===== src/txcmd_consts.svh =====
// constants for the transmit command parser: field positions, codes, resets
// assumes inclusion by bare name from design files
`ifndef TXCMD_CONSTS_SVH
`define TXCMD_CONSTS_SVH
`define CMDA_IOC_BIT      31
`define CMDA_RSVD_HI      30
`define CMDA_RSVD_LO      26
`define CMDA_ALIGN_HI     25
`define CMDA_ALIGN_LO     24
`define CMDA_OFFSET_HI    20
`define CMDA_OFFSET_LO    16
`define CMDA_FIRST_BIT    13
`define CMDA_LAST_BIT     12
`define CMDA_SIZE_HI      10
`define CMDA_SIZE_LO      0
`define CMDB_TAG_HI       31
`define CMDB_TAG_LO       16
`define CMDB_LEN_HI       10
`define CMDB_LEN_LO       0
`define ALIGN_4           2'h0
`define ALIGN_16          2'h1
`define ALIGN_32          2'h2
`define ALIGN_MASK_4      6'h03
`define ALIGN_MASK_16     6'h0f
`define ALIGN_MASK_32     6'h1f
`define TAG_RESET         16'h0000
`endif


===== src/txcmd_pkg.sv =====
// types shared by the transmit command parser modules
// assumes nothing beyond a SystemVerilog compiler
package txcmd_pkg;
  // parser phase within one buffer, one-hot
  typedef enum logic [3:0] {
    ST_CMDA = 4'b0001,
    ST_CMDB = 4'b0010,
    ST_DATA = 4'b0100,
    ST_PAD  = 4'b1000
  } phase_t;
endpackage : txcmd_pkg


===== src/word_lane_if.sv =====
// interface carrying one host word's byte position and its byte-lane keep mask
// assumes a single clock domain shared by both ends
`timescale 1ns/1ps
`default_nettype none
interface word_lane_if;
  logic [11:0] start_byte;   // byte index of this word within the buffer
  logic [4:0]  offset;
  logic [11:0] end_byte;     // offset + size
  logic [3:0]  keep;
  logic        any;
  modport src (output start_byte, offset, end_byte, input keep, any);
  modport sink (input start_byte, offset, end_byte, output keep, any);
endinterface : word_lane_if
`default_nettype wire


===== src/byte_keep.sv =====
// byte-lane selector: marks which bytes of a word are payload
// assumes the buffer's byte window is [offset, offset+size)
`timescale 1ns/1ps
`default_nettype none
module byte_keep (
  word_lane_if.sink lane
);
  // ================================================================
  // per-lane window check
  genvar g;
  generate
    for (g = 0; g < 4; g++) begin : g_lane
      logic [11:0] pos;
      assign pos = lane.start_byte + 12'(g);
      assign lane.keep[g] = (pos >= {7'h00, lane.offset}) && (pos < lane.end_byte);
    end
  endgenerate
  assign lane.any = |lane.keep;
endmodule : byte_keep
`default_nettype wire


===== src/tx_buffer_command_parser.sv =====
// transmit command parser: decodes command pair, strips offset and padding
// assumes host writes one 32-bit word per wr_valid pulse on ref_clk
// What this block does
// - each buffer begins with exactly two 32-bit command words
// - second command word must match across a packet; mismatch raises error
// - 16-bit tag from second word is returned with packet status
// - completion bit set raises done flag once buffer fully loaded
// - done flag may be routed to host interrupt under host enable
// - bits 25:24 select end alignment of 4, 16 or 32 bytes
// - padding words are discarded, never passed as data
// - bits 20:16 give start offset; earlier bytes are dropped
// - bit 13 marks first segment, bit 12 marks last segment
// - sum buffer sizes over packet; mismatch with length raises error
`timescale 1ns/1ps
`default_nettype none
`include "txcmd_consts.svh"
module tx_buffer_command_parser (
  input  wire logic        ref_clk,
  input  wire logic        rst_b,
  input  wire logic        wr_valid,
  input  wire logic [31:0] wr_data,
  input  wire logic        done_irq_enable,
  output var  logic        data_valid_reg,
  output var  logic [31:0] data_word_reg,
  output var  logic [3:0]  data_keep_reg,
  output var  logic        data_last_reg,
  output var  logic        tx_error_flag,
  output var  logic        tx_buffer_done_flag,
  output var  logic        done_irq_reg,
  output var  logic        tag_valid_reg,
  output var  logic [15:0] tag_reg
);
  import txcmd_pkg::*;

  // ================================================================
  // reset release through two flops
  logic rst_meta_reg;
  logic rst_sync_reg;
  always_ff @(posedge ref_clk or negedge rst_b) begin
    if (!rst_b) begin
      rst_meta_reg <= 1'b0;
      rst_sync_reg <= 1'b0;
    end else begin
      rst_meta_reg <= 1'b1;
      rst_sync_reg <= rst_meta_reg;
    end
  end
  wire logic rst_n;
  assign rst_n = rst_sync_reg;

  // ================================================================
  // command state
  phase_t      phase_reg;
  logic [31:0] cmda_reg;
  logic [31:0] cmdb_reg;
  logic [31:0] pkt_cmdb_reg;      // command B of the first segment
  logic        in_packet_reg;
  logic [12:0] pkt_sum_reg;
  logic [9:0]  word_idx_reg;      // words consumed after command B
  logic [9:0]  total_words;       // payload plus padding words

  // ================================================================
  // buffer geometry from command A
  logic [11:0] end_byte;
  logic [9:0]  data_words;
  logic [5:0]  align_mask;
  logic [11:0] pad_end;
  always_comb begin
    end_byte = {7'h00, cmda_reg[`CMDA_OFFSET_HI:`CMDA_OFFSET_LO]}
             + {1'b0, cmda_reg[`CMDA_SIZE_HI:`CMDA_SIZE_LO]};
    data_words = 10'((end_byte + 12'h003) >> 2);
    unique case (cmda_reg[`CMDA_ALIGN_HI:`CMDA_ALIGN_LO])
      `ALIGN_16: align_mask = `ALIGN_MASK_16;
      `ALIGN_32: align_mask = `ALIGN_MASK_32;
      default:   align_mask = `ALIGN_MASK_4;   // reserved code falls back to word alignment
    endcase
    // padding rounds buffer end up; reserved bits never read
    pad_end = (end_byte + {6'h00, align_mask}) & ~{6'h00, align_mask};
    total_words = 10'(pad_end >> 2);
  end

  // ================================================================
  // byte lane selection
  word_lane_if lane ();
  // full 12-bit byte index: offset plus a long buffer passes byte 2047
  assign lane.start_byte = {word_idx_reg, 2'b00};
  assign lane.offset     = cmda_reg[`CMDA_OFFSET_HI:`CMDA_OFFSET_LO];
  assign lane.end_byte   = end_byte;
  byte_keep u_keep (
    .lane (lane)
  );

  wire logic last_word;
  assign last_word = (word_idx_reg + 10'h001 == total_words);
  wire logic last_data;
  assign last_data = (word_idx_reg + 10'h001 == data_words);

  // ================================================================
  // buffer sequencer
  always_ff @(posedge ref_clk or negedge rst_n) begin
    if (!rst_n) begin
      phase_reg    <= ST_CMDA;
      word_idx_reg <= 10'h000;
    end else if (wr_valid) begin
      unique case (phase_reg)
        ST_CMDA: phase_reg <= ST_CMDB;
        ST_CMDB: begin
          word_idx_reg <= 10'h000;
          phase_reg    <= (total_words == 10'h000) ? ST_CMDA : ST_DATA;
        end
        ST_DATA, ST_PAD: begin
          word_idx_reg <= word_idx_reg + 10'h001;
          if (last_word) begin
            phase_reg <= ST_CMDA;
          end else if (last_data) begin
            phase_reg <= ST_PAD;
          end
        end
      endcase
    end
  end

  // command word capture
  always_ff @(posedge ref_clk or negedge rst_n) begin
    if (!rst_n) begin
      cmda_reg <= 32'h0000_0000;
      cmdb_reg <= 32'h0000_0000;
    end else if (wr_valid) begin
      if (phase_reg == ST_CMDA) begin
        cmda_reg <= wr_data;
      end
      if (phase_reg == ST_CMDB) begin
        cmdb_reg <= wr_data;
      end
    end
  end

  // ================================================================
  // payload output, padding and offset bytes dropped
  always_ff @(posedge ref_clk or negedge rst_n) begin
    if (!rst_n) begin
      data_valid_reg <= 1'b0;
      data_word_reg  <= 32'h0000_0000;
      data_keep_reg  <= 4'h0;
      data_last_reg  <= 1'b0;
    end else begin
      data_valid_reg <= wr_valid && (phase_reg == ST_DATA) && lane.any;
      data_word_reg  <= wr_data;
      data_keep_reg  <= lane.keep;
      data_last_reg  <= last_data && cmda_reg[`CMDA_LAST_BIT];
    end
  end

  // ================================================================
  // packet consistency: command B match and length sum
  logic cmdb_event;
  logic buf_end;
  assign cmdb_event = wr_valid && (phase_reg == ST_CMDB);
  assign buf_end = (cmdb_event && total_words == 10'h000)
                 || (wr_valid && (phase_reg == ST_DATA || phase_reg == ST_PAD) && last_word);
  wire logic first_seg;
  assign first_seg = cmda_reg[`CMDA_FIRST_BIT];
  logic [12:0] sum_now;
  assign sum_now = (first_seg ? 13'h0000 : pkt_sum_reg)
                 + {2'h0, cmda_reg[`CMDA_SIZE_HI:`CMDA_SIZE_LO]};
  logic mismatch;
  assign mismatch = !first_seg && in_packet_reg && (wr_data != pkt_cmdb_reg);

  always_ff @(posedge ref_clk or negedge rst_n) begin
    if (!rst_n) begin
      in_packet_reg <= 1'b0;
      pkt_cmdb_reg  <= 32'h0000_0000;
      pkt_sum_reg   <= 13'h0000;
      tx_error_flag <= 1'b0;
    end else begin
      if (cmdb_event) begin
        if (first_seg) begin
          pkt_cmdb_reg <= wr_data;
        end
        pkt_sum_reg   <= sum_now;
        in_packet_reg <= !cmda_reg[`CMDA_LAST_BIT];
        if (mismatch) begin
          tx_error_flag <= 1'b1;
        end
        if (cmda_reg[`CMDA_LAST_BIT] &&
            sum_now != {2'h0, wr_data[`CMDB_LEN_HI:`CMDB_LEN_LO]}) begin
          tx_error_flag <= 1'b1;
        end
      end
    end
  end

  // ================================================================
  // tag handoff and completion flag
  always_ff @(posedge ref_clk or negedge rst_n) begin
    if (!rst_n) begin
      tag_reg       <= `TAG_RESET;
      tag_valid_reg <= 1'b0;
    end else begin
      // tag to status at packet end
      tag_valid_reg <= buf_end && cmda_reg[`CMDA_LAST_BIT];
      // empty buffer ends on command B itself, before cmdb_reg holds it
      if (buf_end && cmda_reg[`CMDA_LAST_BIT]) begin
        tag_reg <= cmdb_event ? wr_data[`CMDB_TAG_HI:`CMDB_TAG_LO]
                              : cmdb_reg[`CMDB_TAG_HI:`CMDB_TAG_LO];
      end
    end
  end

  always_ff @(posedge ref_clk or negedge rst_n) begin
    if (!rst_n) begin
      tx_buffer_done_flag <= 1'b0;
      done_irq_reg        <= 1'b0;
    end else begin
      tx_buffer_done_flag <= buf_end && cmda_reg[`CMDA_IOC_BIT];
      done_irq_reg <= buf_end && cmda_reg[`CMDA_IOC_BIT] && done_irq_enable;
    end
  end
endmodule : tx_buffer_command_parser
`default_nettype wire


===== config.mk =====
export PLATFORM = sky130hd
export DESIGN_NAME = tx_buffer_command_parser
export DESIGN_NICKNAME = d
export VERILOG_FILES = /design/src/txcmd_pkg.sv /design/src/word_lane_if.sv /design/src/byte_keep.sv /design/src/tx_buffer_command_parser.sv
export VERILOG_INCLUDE_DIRS = /design/src /design/src/src
export SDC_FILE = /design/constraint.sdc
export NUM_CORES = 1
export LEC_CHECK = 0
export ABC_AREA = 1
export BUFFER_PORTS_ARGS = -buffer_cell sky130_fd_sc_hd__buf_2
export CAP_MARGIN = 10
export CORE_ASPECT_RATIO = 1.2
export CORE_UTILIZATION = 60
export CTS_CLUSTER_SIZE = 14
export DETAILED_ROUTE_END_ITERATION = 6
export GPL_ROUTABILITY_DRIVEN = 0
export GPL_TIMING_DRIVEN = 0
export PLACE_DENSITY = 0.79
export SLEW_MARGIN = 25
export SYNTH_ARGS = -nofsm -noshare
export SYNTH_HDL_FRONTEND = slang
export SYNTH_SLANG_ARGS = --single-unit

===== constraint.sdc =====
create_clock -name ref_clk -period 7.2 [get_ports ref_clk]
set_input_delay 1.44 -clock ref_clk [delete_from_list [all_inputs] [get_ports ref_clk]]
set_output_delay 1.44 -clock ref_clk [all_outputs]
set_load 0.02 [all_outputs]

# ---- After elaboration in Yosys (flattened, before gate mapping)
# Cells that the tools add are included.
dict set report totals {
  reg_bits 184
  in_bits 36
}
dict set report classes {
  addsub 8
  magnitude_cmp 8
  eq_ne 11
  mux 10
  n_bitwise 2
  n_reduce_logical 32
}
# cell count
set ops {}
lappend ops {{12-bit by 5-bit >= comparator with 1-bit output} 4}
lappend ops {{12-bit < comparator} 4}
lappend ops {{12-bit by 2-bit adder with 12-bit output (second input constant)} 3}
lappend ops {{32-bit inequality test} 1}
lappend ops {{10-bit equality test} 2}
lappend ops {{10-bit case mux with 2 select lines} 1}
lappend ops {{1-bit logical AND} 17}
lappend ops {{16-bit 2-to-1 mux} 1}
lappend ops {{13-bit by 11-bit adder with 13-bit output} 1}
lappend ops {{13-bit 2-to-1 mux} 1}
lappend ops {{13-bit by 11-bit inequality test with 1-bit output} 1}
lappend ops {{12-bit by 1-bit adder with 12-bit output (second input constant)} 1}
lappend ops {{12-bit by 6-bit adder with 12-bit output} 1}
lappend ops {{5-bit by 11-bit adder with 12-bit output} 1}
lappend ops {{12-bit bitwise AND} 1}
lappend ops {{6-bit inverter with 12-bit output} 1}
lappend ops {{4-bit case mux with 3 select lines} 1}
lappend ops {{2-bit AND reduction} 6}
lappend ops {{10-bit by 1-bit adder with 10-bit output (second input constant)} 1}
lappend ops {{10-bit zero test} 1}
lappend ops {{5-bit case mux with 2 select lines} 1}
lappend ops {{4-bit 2-to-1 mux} 2}
lappend ops {{4-bit by 1-bit equality test with 1-bit output (second input constant)} 1}
lappend ops {{4-bit by 2-bit equality test with 1-bit output (second input constant)} 1}
lappend ops {{12 further kinds} 16}

# ---- Logic depth before layout (Yosys ltp)
dict set report logic_depth {
  ltp_word 9
  depth_mapped 29
}

# ---- By module
# From an unflattened synthesis, not the netlist that was laid out.
dict set report unflattened {
  cells_unflattened 1409
  hier_area_um2 10586.4
}
# module instances cells_each area_each_um2
set by_module_without_submodules {}
lappend by_module_without_submodules {tx_buffer_command_parser 1 1021 8242.9}
lappend by_module_without_submodules {byte_keep 1 388 2343.5}

# ---- Least setup slack after synthesis
# No wires, ideal clock.
dict set report synth_timing {
  path_type {register to register}
  startpoint {register cmda_reg[16]}
  endpoint {register tag_reg[10]}
  setup_time_ns 0.117
  arrival_ns 3.176
  setup_slack_ns 3.907
  stages_incl_launch_ff 29
  n_path_buf 1
  period_less_slack_ns 3.293
  path_cell_list {dfrtp_1 ha_1 inv_1 fa_1 inv_1 nand2_1 nand2_1 nand2_1 nand2_1 nand2_1 ha_1 nand2_1 inv_1 nand2_1 nand2_1 nand3_2 nor2_4 nand2_2 nand2_1 nand3_1 nand2_1 nand2_1 nor2_2 nand4_2 nand2_4 nand2_4 buf_6 nand2_1 nand2_1}
}
dict set report synth_between {
  elab_chain_len 7
  word_cells_on_any_way 9
  cone_classes {add/sub: 2; eq/ne: 1; bitwise: 1; reduce/logical: 5}
}
# item line_no
set synth_rtl {}
lappend synth_rtl {{start, declared} tx_buffer_command_parser.sv:54} ;# logic [31:0] cmda_reg;
lappend synth_rtl {{start signal, assigned} tx_buffer_command_parser.sv:130} ;# cmda_reg <= wr_data;
lappend synth_rtl {{5-bit by 11-bit adder with 12-bit output (*)} tx_buffer_command_parser.sv:69} ;# end_byte = {7'h00, cmda_reg[`CMDA_OFFSET_HI:`CMDA_OFFSET_LO]}
lappend synth_rtl {{12-bit by 6-bit adder with 12-bit output (*)} tx_buffer_command_parser.sv:78} ;# pad_end = (end_byte + {6'h00, align_mask}) & ~{6'h00, align_mask};
lappend synth_rtl {{12-bit bitwise AND (*)} tx_buffer_command_parser.sv:78}
lappend synth_rtl {{10-bit equality test or 10-bit zero test (tied branches)} {tx_buffer_command_parser.sv:94, tx_buffer_command_parser.sv:159}}
lappend synth_rtl {{1-bit logical AND (on tied branches)} {tx_buffer_command_parser.sv:160, tx_buffer_command_parser.sv:159}}
lappend synth_rtl {{1-bit logical OR (*)} tx_buffer_command_parser.sv:160} ;# || (wr_valid && (phase_reg == ST_DATA || phase_reg == ST_PAD) && last_word);
lappend synth_rtl {{1-bit logical AND (*)} tx_buffer_command_parser.sv:203} ;# if (buf_end && cmda_reg[`CMDA_LAST_BIT]) begin
lappend synth_rtl {{end signal, assigned} tx_buffer_command_parser.sv:197} ;# tag_reg <= `TAG_RESET;
lappend synth_rtl {{end signal, assigned} tx_buffer_command_parser.sv:204} ;# tag_reg <= cmdb_event ? wr_data[`CMDB_TAG_HI:`CMDB_TAG_LO]
lappend synth_rtl {{end, declared} tx_buffer_command_parser.sv:31} ;# output var logic [15:0] tag_reg
# Every way passes the cells marked *; elsewhere a longest branch is shown, timed or not.
# A chain may end at the register's enable or synchronous reset.

# ---- Worst setup path after layout
dict set report layout_timing {
  startpoint {register cmda_reg[0]}
  endpoint {register tag_reg[8]}
}
# The elaborated chain is that of the path after synthesis.

==> impl_results.md <==
- Outcome: finished, violations left
- Failing checks: design-rule violations
- Footprint of the multi-input gates: 4050 um^2
- Io pins: 94
- Post-synth EDFFs: 0
- Most used cell along the critical path: nand2_1
- RSZ-0062 raised after global routing: no
- Met2 wire length: 10.5 mm
- Root Driver: clkbuf_16
- Clock power frac: 20.6%
- Peak VDD IR: around 0.26 mV
- Final hold violation count: 0
- Core area: 13900 um^2
- GRT Residual Overflow: 0
- Syn Nets: 1142
- ANT nets after route: 0
- Final slew viol count: 0
- Postcts setup bufs: 0
- Register area share after synthesis: 45.8%
- Routed wire per std cell: 15.3 um
- Width of the die: between 100 and 150 um
- Clock latency on the worst-skew pair: 0.43 ns
- CTS tree: yes
- Worst Path Required: about 7.5 ns
- Die Ht: 133 um
- Synth top area share: 45.5%
- Power Density: around 430 nW/um^2
- Wl on met1: 8.74 mm
- Crit-path slowest cell: dfrtp_1
- Post-Route Setup TNS: 0 ns
- DR vias: roughly 7500
- Max Clock Skew: just under 0.01 ns
- #FFs+latches synth: 157
- Hold_buf cts: 0
- Vias per std cell: 5.50
- Global-route wire length before repair: 34.5 mm
- Max Root-Sink Buffers: 2
- Post-CTS sizing: 0
- GRT Resource Usage Total: 30.1%
- Drt initial violations: about 440
- Final Power: between 4 and 5 mW
- Period utilization: between 50 and 60%
- Startpoint type of the worst setup path: register
- Highest routed layer: met4
- CTS Buf Count: 17
- Slew HR: 55.5%
- Pint: approximately 2.3 mW
- Final HPWL DP: 15.7 mm
- Type of the worst setup path: register to register
- Sw Share: 44.5%
- Most common cell after layout, fill and taps aside: nand2_1
- Largest cells by area after synthesis: dfrtp_1 (45%), nand2_1 (14%), inv_1 (5.3%), ha_1 (5.2%), o21ai_0 (5.0%)
- Hold Path Class: register to async pin
- DRC violations left: 4
- Row Count: between 40 and 50
- Combinational power share: 47.7%
- # nets final: approximately 1300
- Ys flop type: dfrtp_1
- Initial core utilization: 61.9%
- Antenna violations before repair: 0
- Crit-path max cell delay: 0.43 ns
- Layout cells sized above 1: 15.1%
- Reg clk slew, reported paths: 0.07 ns
- Wire length on met3: 1.07 mm
- Leading area contributor after synthesis: dfrtp_1
- Mapped Area: 8580 um^2
- Sequential Power Share: 31.7%
- Fill count: 1102
- Fmax: 249 MHz
- Drt pass-1 iters: 7
- Worst path buffer plus inverter count: 4
- Post-Syn Instances: between 1000 and 1500
- Flop2flop setup slack: 3.18 ns
- Worst endpoint data arrival time: 4.35 ns
- Setup crit end kind: register
- H-tree levels: 4
- Worst-Margin Slew: about 0.67 ns
- Crit-path max FO: 10
- Synthesis warning total: 0
- Setup violations, final: 0
- Max_cap viols: 0
- Die Area: 14800 um^2
- Most frequent cells in the layout: nand2_1 (310), dfrtp_1 (155), inv_1 (121)
- Tmin final: between 4 and 5 ns
- Total Routed Length: 20.9 mm
- Diodes inserted: 0
- Port bufs: 92
- Leakage power: about 5.3 nW
- Syn Area/Cell: 8.04 um^2
- Vias in the first global route: slightly above 7000
- Clock sinks: 157
- Area growth from synthesis to layout: 15.2%
- Yosys cell types: 44
- Reg area: slightly below 4000 um^2
- Pin count of the biggest net entering global routing: between 40 and 50
- Ys async rst share: 100%
- Delay-heaviest family, CP: simple AND/OR/NAND/NOR gates
- NetSw: about 1.9 mW
[power by group through the flow]
stage	sequential, mW	clock, mW	combinational (mW)
3_5_place_dp	1.35	0	1.97
6_report	1.34	0.867	2.01
3_3_place_gp	1.35	0	1.91
2_1_floorplan	1.36	0	1.47
4_1_cts	1.33	0.870	1.99
5_1_grt	1.36	0.904	2.28
[metrics by stage]
stage | instances | area, um^2 | setup slack (ns) | hold slack [ns] | utilization [%]
floorplan | 1068 | 8580 | 2.50 | 0.331 | -
detailed placement | 1334 | 9320 | 3.22 | 0.320 | 67.2
CTS | 1366 | 9890 | 3.20 | 0.317 | 71.3
finish | 1366 | 9890 | 3.18 | 0.305 | 71.3
global route | 1366 | 9890 | 2.77 | 0.354 | 71.3
global placement | 1331 | 9260 | 0.840 | 0.344 | 66.7
[cells by family after synthesis]
| family | share of synthesized area (%) |
|---|---|
| other | 0.0437 |
| flip-flops | 45.8 |
| buffers and inverters | 7.01 |
| multiplexers | 0.394 |
| XOR/XNOR | 5.51 |
| adder cells (fa/ha/maj) | 5.71 |
| AND/OR/NAND/NOR | 27.7 |
| AO/OA/AOI/OAI | 7.89 |
[synthesized netlist by cell type, types with 3 or more instances]
master / n
dfrtp_1: 156
or2_2: 3
nor4_1: 3
clkbuf_1: 20
o21ai_1: 6
nand4_1: 21
inv_1: 121
mux2_2: 3
nor2_1: 61
xor2_1: 15
ha_1: 36
nor3_1: 12
nand3_1: 84
nand2_4: 6
a21oi_1: 23
o21ai_0: 85
nand2_1: 310
nand3_2: 7
o22ai_1: 7
xnor2_1: 39
nand2_2: 9
nor2_2: 6
nand3b_1: 3
inv_2: 8
[metal layers]
| layer | up-vias | GRT usage [%] |
|---|---|---|
| met1 | 3557 | 36.7 |
| met2 | 239 | 52.4 |
| met4 | 0 | 13.2 |
| met3 | 49 | 5.13 |
| met5 | - | 0 |
| li1 | 3671 | - |
[cell type report]
type / count / area share (%)
plain buffers: 24 / 1.11
inverters: 131 / 4.97
repair buffers: 95 / 5.26
flip-flops and latches: 157 / 39.8
well taps: 171 / 2.16
multi-input cells: 756 / 41.0
clock inverters: 13 / 1.16
clock buffers: 19 / 4.58
[worst paths after layout]
check	from	to	depth (start not counted)
min in group ref_clk	rst_meta_reg	rst_n	0
max in group asynchronous	rst_n	phase_reg[0]	2
min	rst_n	pkt_cmdb_reg[4]	0
min reg2reg	rst_n	pkt_cmdb_reg[4]	0
max	cmda_reg[0]	tag_reg[8]	26
max reg2reg	cmda_reg[0]	tag_reg[8]	26
Note: power is estimated with default switching activity, not from simulation.
